--- config.mk ---
export PLATFORM = sky130hd
export DESIGN_NAME = crs_sequencer
export DESIGN_NICKNAME = d
export VERILOG_FILES = /design/src/crs_pkg.sv /design/src/crs_divider.sv /design/src/crs_sequencer.sv
export SDC_FILE = /design/constraint.sdc
export NUM_CORES = 1
export LEC_CHECK = 0
export BUFFER_PORTS_ARGS = -buffer_cell sky130_fd_sc_hd__buf_2
export CAP_MARGIN = 20
export CORE_MARGIN = 3
export CORE_UTILIZATION = 35
export CTS_CLUSTER_SIZE = 25
export DETAILED_ROUTE_END_ITERATION = 16
export GPL_ROUTABILITY_DRIVEN = 0
export PLACE_DENSITY_LB_ADDON = 0.2
export SLEW_MARGIN = 20
export SYNTH_ARGS = -nofsm -noshare
export SYNTH_HDL_FRONTEND = slang
export SYNTH_HIERARCHICAL = 1
export SYNTH_SLANG_ARGS = --single-unit
--- constraint.sdc ---
create_clock -name pclk -period 3.4 [get_ports pclk]
set_input_delay 0.34 -clock pclk [delete_from_list [all_inputs] [get_ports pclk]]
set_output_delay 0.34 -clock pclk [all_outputs]
set_load 0.05 [all_outputs]
--- src/crs_pkg.sv ---
/*
 Package for the clock and reset sequencer: register map, field positions,
 reset values and timing counts. Assumes a 50 MHz pclk.
*/
package crs_pkg;
    localparam int CLK_MHZ = 50;
    localparam logic [7:0] OFF_PWR_CTL = 8'h00;
    localparam logic [7:0] OFF_SPORT_DIV = 8'h04;
    localparam logic [7:0] OFF_SPI_DIV = 8'h08;
    localparam logic [7:0] OFF_STATUS = 8'h0c;
    localparam int PLL_MUL_LSB = 0;
    localparam int PLL_MUL_W = 5;
    localparam int PLL_OVR_BIT = 8;
    localparam int DIV_W = 16;
    localparam int HOLD_CYCLES = 4096;
    localparam int HOLD_CYCLES_MAX = 4097;
    localparam int PLL_LOCK_US = 100;
    localparam int PLL_LOCK_CYC = PLL_LOCK_US * CLK_MHZ;
    localparam int CORE_CLOCK_MIN_PS = 6660;
    localparam int CORE_CLOCK_MAX_PS = 10000;
    localparam logic [31:0] PWR_CTL_RST = 32'h0000_0000;
    localparam logic [DIV_W-1:0] DIV_RST = 16'h0004;
    localparam logic [31:0] UNMAPPED_DATA = 32'h0000_0000;
endpackage

--- src/crs_divider.sv ---
/*
 Programmable divider: emits a one-cycle enable every div cycles of the core
 enable, and a bit clock toggling with half the period. Assumes div >= 2.
*/
`timescale 1ns/1ps
module crs_divider #(
    parameter int W = 16
) (
    pclk,
    presetn,
    tick_in,
    div,
    tick_out,
    bit_clk
);
    input wire logic pclk;
    input wire logic presetn;
    input wire logic tick_in;
    input wire logic [W-1:0] div;
    output logic tick_out;
    output logic bit_clk;

    typedef struct packed {
        logic [W-1:0] cnt;
        logic tick;
        logic clk;
    } crs_div_st_t;

    crs_div_st_t s_r, s_nxt;

    always_comb begin
        s_nxt = s_r;
        s_nxt.tick = 1'b0;
        if (tick_in) begin
            if (s_r.cnt >= div - W'(1) || div < W'(2)) begin
                s_nxt.cnt = '0;
                s_nxt.tick = 1'b1;
                s_nxt.clk = 1'b0;
            end else begin
                s_nxt.cnt = s_r.cnt + W'(1);
                if (s_r.cnt == (div >> 1) - W'(1)) begin
                    s_nxt.clk = 1'b1;
                end
            end
        end
    end

    always_ff @(posedge pclk or negedge presetn) begin
        if (!presetn) begin
            s_r <= '0;
        end else begin
            s_r <= s_nxt;
        end
    end

    assign tick_out = s_r.tick;
    assign bit_clk = s_r.clk;
endmodule

--- src/crs_sequencer.sv ---
/*
 Clock and reset sequencer top. pclk stands for the reference clock input;
 the core clock is modelled as a multiplier code plus a core tick enable.
 Assumes the board holds straps stable before releasing reset.
*/
// Chosen here: the register addresses and register access over APB.
// How it works
// - one core clock times all internal logic; here only the dividers run on core_tick, the reset and register logic on pclk
// - straps select multiplier during reset
// - serial bit period is core times divider
// - SPI bit period is core times divider
// - ratios 3,8,16 plus software override
// - software ratio keeps core period legal
// - core reset held 4096 cycles after release
// - late release may add one cycle
// - PLL lock within reset low time
`timescale 1ns/1ps
module crs_sequencer
    import crs_pkg::*;
#(
    parameter int HOLD = crs_pkg::HOLD_CYCLES,
    parameter int REF_PS = 20000,
    parameter logic [4:0] MUL_CODE0 = 5'd3,
    parameter logic [4:0] MUL_CODE1 = 5'd16,
    parameter logic [4:0] MUL_CODE2 = 5'd8,
    parameter logic [4:0] MUL_CODE3 = 5'd3
) (
    pclk,
    presetn,
    reset_ext_n,
    clock_ratio_straps,
    psel,
    penable,
    pwrite,
    paddr,
    pwdata,
    prdata,
    pready,
    pslverr,
    core_reset_n,
    core_mul,
    core_tick,
    sport_tick,
    sport_bit_clk,
    spi_tick,
    spi_bit_clk
);
    import crs_pkg::*;
    input wire logic pclk;
    input wire logic presetn;
    input wire logic reset_ext_n;
    input wire logic [1:0] clock_ratio_straps;
    input wire logic psel;
    input wire logic penable;
    input wire logic pwrite;
    input wire logic [7:0] paddr;
    input wire logic [31:0] pwdata;
    output logic [31:0] prdata;
    output logic pready;
    output logic pslverr;
    output logic core_reset_n;
    output logic [4:0] core_mul;
    output logic core_tick;
    output logic sport_tick;
    output logic sport_bit_clk;
    output logic spi_tick;
    output logic spi_bit_clk;

    typedef struct packed {
        logic [1:0] rst_sync;
        logic [1:0] strap_s1;
        logic [1:0] strap_s2;
        logic [4:0] strap_mul;
        logic [12:0] hold_cnt;
        logic core_rst_n;
        logic [31:0] pwr_ctl;
        logic [DIV_W-1:0] sport_div;
        logic [DIV_W-1:0] spi_div;
        logic [31:0] rdata;
        logic err;
        logic reject;
    } crs_st_t;

    crs_st_t s_r, s_nxt;
    logic ext_rst_n;
    logic [4:0] strap_map;
    logic [4:0] wr_mul;
    logic setup;

    assign ext_rst_n = s_r.rst_sync[1];
    assign setup = psel && !penable;
    assign wr_mul = pwdata[PLL_MUL_LSB +: PLL_MUL_W];

    always_comb begin
        case (s_r.strap_s2)
            2'b00: strap_map = MUL_CODE0;
            2'b01: strap_map = MUL_CODE1;
            2'b10: strap_map = MUL_CODE2;
            default: strap_map = MUL_CODE3;
        endcase
    end

    always_comb begin
        s_nxt = s_r;
        s_nxt.rst_sync = {s_r.rst_sync[0], reset_ext_n};
        s_nxt.strap_s1 = clock_ratio_straps;
        s_nxt.strap_s2 = s_r.strap_s1;
        if (!ext_rst_n) begin
            s_nxt.strap_mul = strap_map;
            s_nxt.hold_cnt = '0;
            s_nxt.core_rst_n = 1'b0;
            s_nxt.pwr_ctl = PWR_CTL_RST;
        end else if (!s_r.core_rst_n) begin
            // Counted on the synchronised release so the end is glitch-free
            if (s_r.hold_cnt == 13'(HOLD - 1)) begin
                s_nxt.core_rst_n = 1'b1;
            end else begin
                s_nxt.hold_cnt = s_r.hold_cnt + 13'd1;
            end
        end
        if (setup) begin
            s_nxt.err = 1'b0;
            s_nxt.reject = 1'b0;
            s_nxt.rdata = UNMAPPED_DATA;
            case (paddr)
                OFF_PWR_CTL: s_nxt.rdata = s_r.pwr_ctl;
                OFF_SPORT_DIV: s_nxt.rdata = 32'(s_r.sport_div);
                OFF_SPI_DIV: s_nxt.rdata = 32'(s_r.spi_div);
                OFF_STATUS: s_nxt.rdata = {13'h0000, s_r.hold_cnt, s_r.core_rst_n, s_r.strap_mul};
                default: s_nxt.err = 1'b1;
            endcase
            // Reject ratios whose core period leaves the legal window
            if (pwrite && paddr == OFF_PWR_CTL && pwdata[PLL_OVR_BIT] &&
                (wr_mul == 5'd0 || int'(REF_PS) > int'(wr_mul) * CORE_CLOCK_MAX_PS ||
                 int'(REF_PS) < int'(wr_mul) * CORE_CLOCK_MIN_PS)) begin
                s_nxt.reject = 1'b1;
                s_nxt.err = 1'b1;
            end
        end
        if (psel && penable && pwrite && !s_r.err) begin
            case (paddr)
                OFF_PWR_CTL: s_nxt.pwr_ctl = pwdata;
                OFF_SPORT_DIV: s_nxt.sport_div = pwdata[DIV_W-1:0];
                OFF_SPI_DIV: s_nxt.spi_div = pwdata[DIV_W-1:0];
                default: s_nxt.err = s_r.err;
            endcase
        end
    end

    always_ff @(posedge pclk or negedge presetn) begin
        if (!presetn) begin
            s_r <= '{
                rst_sync: 2'b00,
                strap_s1: 2'b00,
                strap_s2: 2'b00,
                strap_mul: 5'h00,
                hold_cnt: 13'h0000,
                core_rst_n: 1'b0,
                pwr_ctl: PWR_CTL_RST,
                sport_div: DIV_RST,
                spi_div: DIV_RST,
                rdata: 32'h0000_0000,
                err: 1'b0,
                reject: 1'b0
            };
        end else begin
            s_r <= s_nxt;
        end
    end

    // Software override wins over the strap ratio
    assign core_mul = s_r.pwr_ctl[PLL_OVR_BIT] ? s_r.pwr_ctl[PLL_MUL_LSB +: PLL_MUL_W] : s_r.strap_mul;
    assign core_reset_n = s_r.core_rst_n;
    assign core_tick = s_r.core_rst_n;
    assign pready = 1'b1;
    assign prdata = s_r.rdata;
    assign pslverr = psel && penable && s_r.err;

    logic [1:0] ch_tick;
    logic [1:0] ch_clk;
    logic [DIV_W-1:0] ch_div [2];

    assign ch_div[0] = s_r.sport_div;
    assign ch_div[1] = s_r.spi_div;

    // One divider per bit-clock channel: 0 serial, 1 SPI
    for (genvar g = 0; g < 2; g++) begin : g_div
        crs_divider #(.W(DIV_W)) u_div (
            .pclk(pclk),
            .presetn(presetn),
            .tick_in(core_tick),
            .div(ch_div[g]),
            .tick_out(ch_tick[g]),
            .bit_clk(ch_clk[g])
        );
    end

    assign sport_tick = ch_tick[0];
    assign sport_bit_clk = ch_clk[0];
    assign spi_tick = ch_tick[1];
    assign spi_bit_clk = ch_clk[1];
endmodule

Word level (Yosys, flattened, before mapping) --
Index checks and enable logic that the tools add are counted.
Cells by class: $add $sub $neg 7, $mul 2, magnitude comparators 6, equal/unequal tests 11, mux-type cells 27, reduce and logical (&&, ||, !) cells 25
Operators by type and width (number):
- one-hot mux 32 bit (4 select lines) | 1
- two-way mux 16 bit | 4
- two-way mux 32 bit | 2
- two-way mux 64 bit | 1
- adder 16 x 1 -> 16 bit, second input constant | 2
- == test 16 bit | 2
- greater-or-equal comparator 16 bit | 2
- less-than comparator 16 x 2 -> 1 bit, second input constant | 2
- subtractor 15 x 1 -> 16 bit, second input constant | 2
- subtractor 16 x 1 -> 16 bit, second input constant | 2
- two-way mux 14 bit | 2
- greater-than comparator 15 x 19 -> 1 bit, first input constant | 1
- less-than comparator 15 x 18 -> 1 bit, first input constant | 1
- == test 8 x 4 -> 1 bit, second input constant | 2
- multiplier 5 x 11 -> 16 bit, second input constant | 1
- multiplier 5 x 10 -> 15 bit, second input constant | 1
- adder 13 x 1 -> 13 bit, second input constant | 1
- == test 13 x 12 -> 1 bit, second input constant | 1
- two-way mux 13 bit | 1
- two-way mux 1 bit | 10
- one-hot mux 5 bit (2 select lines) | 1
- AND reduction 2 bit | 5
- == test 8 x 3 -> 1 bit, second input constant | 1
- logical AND 1 bit | 8
- other kinds (12) | 22
Word-level totals: register bits 159, output and inout port bits 45

Longest topological paths before layout --
depth in word-level cells 9, gate-level depth with buffers 15, gate-level depth less buffers 14

By module --
The synthesis kept the hierarchy.
Modules (own cells, without submodules):
- crs_sequencer | instances 1, cells an instance 584, area an instance 6575.1 µm², seq. area each 3005.4 µm²
- crs_divider (g_div[0].u_div) | instances 1, cells an instance 240, area an instance 2004.4 µm², seq. area each 450.4 µm²
- crs_divider (g_div[1].u_div) | instances 1, cells an instance 228, area an instance 1974.4 µm², seq. area each 450.4 µm²

Worst setup path after synthesis --
No wires, ideal clock.
path kind flip-flop to flip-flop, start point register s_r (netlist bit ch_div[17]), end point register g_div[0].u_div/s_r[10] (netlist name), data arrival time 3.437 ns, setup slack -0.114 ns, cell stages (with the launch flop) 14, period minus slack after synthesis 3.514 ns, path through dfrtp_1 -> inv_1 -> ha_1 -> nor4b_1 -> nand3_1 -> xor2_1 -> ha_1 -> a21o_1 -> a21oi_1 -> nor2b_1 -> a2111oi_0 -> o21ai_2 -> buf_2 -> a21oi_1
On the way: longest elaborated chain between the ends 4, elaborated cells on any way between the ends 5, classes of those cells 1 x add/sub; 2 x order compare; 1 x mux; 1 x reduce/logical
Ends and longest elaborated chain:
- start: declaration | line crs_sequencer.sv:84 | crs_st_t s_r, s_nxt;
- start signal: assignment | line crs_sequencer.sv:152 | s_r <= '{
- start signal: assignment | line crs_sequencer.sv:167 | s_r <= s_nxt;
- subtractor 16 x 1 -> 16 bit | line crs_divider.sv:35 | if (s_r.cnt >= div - W'(1) || div < W'(2)) begin
- greater-or-equal comparator 16 bit | line crs_divider.sv:35
- logical OR 1 bit * | line crs_divider.sv:35
- two-way mux 16 bit * | line crs_divider.sv:35
- end signal: assignment | line crs_divider.sv:52 | s_r <= s_nxt;
- end: declaration | line crs_divider.sv:29 | crs_div_st_t s_r, s_nxt;
Mark *: on every way between the ends. The rest lies on a longest branch, timed or not. A chain may end at the register's enable or synchronous reset.

==> impl_metrics.ini <==
[yosys]
ys_types = 84
synthMuxAreaShare_pct = 6.94
async_reset_ff_share_pct = 100
synthesis.nets = 1194
synth.most_common_cell = dfrtp_1
synth_top_area_share_pct = 36.5
synth_common_cells = dfrtp_1, nand2_1, ha_1, xnor2_1, o21ai_0
avgSynthCellArea_um2 = 10.0
synth_compound_area_share_pct = 13.1
yosys_warnings = 6
synth_area_mm2 = 0.0106
synth-seq-cells = 156
synthTopCellsByArea = dfrtp_1, ha_1, xnor2_1, nand2_1, xor2_1
yosysTopAreaCell = dfrtp_1
synth-xor-area-share_pct = 8.96
synth_top_family_by_area = simple AND/OR/NAND/NOR gates
synth_edf_count = 0
synth_simple_gate_area_share_pct = 16.2
ys_seq_area_share_pct = 37.0
syn_inst = 1052
synth_adder_area_share_pct = 11.5
synth_flop_cell = dfrtp_1

[critical_path]
crit_fanout = 16
r2r_setup_slack_ns = 0.22
end_kind = register
cpLargestDelayFamily = simple AND/OR/NAND/NOR gates
r2r_end = g_div[0].u_div/tick_out
cp_num_buf_inv = 2
crit_type = reg -> reg
slowest_delay_ns = 0.68
reg2reg_depth = 11
cp_slowest_cell = or4_2
r2r-start = ch_div[29]
cp-start-kind = register
cp.arrival_ns = 3.50
worst_ep_required_time_ns = 3.72
crit_chain = or4_2, or2_1, nor4_1, xnor2_1, ha_1, a21o_1, a211oi_1, buf_4, o21ai_2, buf_12, and2_1

[finish]
layout-drive-gt1-share_pct = 22.7
finalNonFillerCells = 1539
seqCellArea_mm2 = 0.00391
antennaDiodeCount = 0
fillers = 2859
layout.nets = 1284
area_delta_synth_final_pct = 14.9
fin_area_mm2 = 0.0121
multiInputGateArea_mm2 = 0.00604

[cts]
root_buffer = clkbuf_16
cts.sink_count = 156
cts_tree = built
clock_path_buffers = 2
numCtsBuffers = 17
cts_setup_buffers = 0
cts_max_level = 4
clock_latency_ns = 0.44
clk_pin_slew_ns = 0.08

[routing]
drt-initial-drc-count = 467
wl_per_cell_um = 17.9
num_vias = 8034
drtPass1Iterations = 4
drc = 0
wirelength_um = 27500
viasPerCell = 5.22
detail-route-antenna-nets = 0

[placement]
place_hpwl_um = 20300
postPlaceCellArea_mm2 = 0.0114
port_buffers = 91
dp_slack_ns = 0.0338
place_inst = 1503

[timing]
slew_headroom_pct = 53.6
finalCritPeriodShare_pct = 93.4
finClkSkew_ns = 0.0123
fmax_mhz = 315
fin_hold_ws_ns = 0.102
tightest_slew_ns = 0.692
finalSetupViolations = 0
hold_violations = 0
rsz0062_at_grt = no
setup_slack_ns = 0.224
finalSetupTns_ns = 0
min_period_ns = 3.18
slew_viol_final = 0

[global_routing]
gr-usage-all-layers_pct = 17.3
grt_overflow = 0
antenna_found_initial = 1
grt_max_degree = 75
grt_pass1_vias = 8152
grt_pass1_wl_um = 45300

[outcome]
status = finished, final reports clean

[power]
p_leak_nw = 5.98
power_density_mw_per_mm2 = 358
vdd_drop_max_uv = 333

[min_path]
hold_path_class = in -> reg
whs_endpoint = s_r[88]
min-delay-start = pwdata[22]
min_path_cells = 3

[die]
coreArea_mm2 = 0.0292
start_util_pct = 36.1
rows = 62
die_h_um = 180
ios = 93
die_x_um = 180
die-area_mm2 = 0.0323

[run]
max_cap_violations = 0
## cell usage in the layout, fill, tap and decap left out, drive strengths merged, types with 22 or more instances in the layout
master	netlist	routed
ha	89	89
nand3	23	23
o21ai	58	58
buf	55	145
nand4	22	22
mux2	29	29
a22o	31	31
xnor2	60	60
inv	38	46
xor2	48	48
nor2	54	54
nand2	131	131
dfrtp	154	154
a21oi	34	34
## area by class of cell
type / count / share of cell area, %
Timing Repair Buffer: 149 / 7.79
Clock inverter: 15 / 1.59
Multi-Input combinational cell: 780 / 49.8
Inverter: 38 / 1.18
Sequential cell: 156 / 32.2
Clock buffer: 17 / 3.51
Tap cell: 384 / 3.96
## per-layer routing
metal | GRT usage, % | wire length, µm | vias up
met4 | 5.48 | 448 | 0
met5 | 0 | 0 | -
li1 | - | - | 3921
met1 | 24.7 | 13500 | 3952
met2 | 27.5 | 12800 | 137
met3 | 1.86 | 764 | 24
## worst max path at each step
stage | startpoint | endpoint | slack [ns] | cells after the start
global placement | pwdata[2] | s_r[1] | 0.08 | 13
global route | ch_div[17] | g_div[0].u_div/s_r[8] | 0.005 | 15
finish | ch_div[29] | g_div[0].u_div/tick_out | 0.22 | 11
floorplan | ch_div[17] | g_div[0].u_div/s_r[10] | 0.13 | 13
CTS | ch_div[1] | g_div[1].u_div/bit_clk | 0.15 | 14
detailed placement | pwdata[2] | s_r[1] | 0.03 | 13
## repair_timing
action | 4_1_cts | 5_1_grt
hold buffers | 4 | 0
setup endpoints to repair | 0 | 21
hold endpoints to repair | 59 | 0
resized for setup | 0 | 9
## logic make-up after synthesis
group / count (synthesis)
adders and majority gates: 94
AOI/OAI and AO/OA: 200
DFF: 156
xor gates and xnor gates: 108
and+or+nand+nor: 330
buffers and inverters: 116
muxes: 47
other: 1
## state kept, by name (all words and copies together) (netlist names)
signal and count:
ch_div 32, core_reset_n 1, ext_rst_n 1, g_div.u_div/bit_clk 2
g_div.u_div/s_r 32, g_div.u_div/tick_out 2, prdata 32, s_nxt 3
s_r 51
## power by group
| part | total (W) | leakage [nW] | internal, W | switching, W |
|---|---|---|---|---|
| registers | 0.00187 | 2.15 | 0.00187 | 0.00000942 |
| logic | 0.000465 | 3.54 | 0.000185 | 0.000280 |
| clock network | 0.00201 | 0.295 | 0.00107 | 0.000941 |
## metrics by stage
stage | power, W | utilization [%]
3_5_place_dp | 0.00238 | 39.1
5_1_grt | 0.00454 | 41.5
6_report | 0.00435 | 41.5
2_1_floorplan | 0.00220 | -
4_1_cts | 0.00440 | 41.4
3_3_place_gp | 0.00237 | 39.1
## tightest hold or removal path, stage by stage
cell and delay, ns:
buf_2 0.08, nand2_1 0.04, o21ai_0 0.05
No activity file was read; power rests on OpenSTA's default activity.
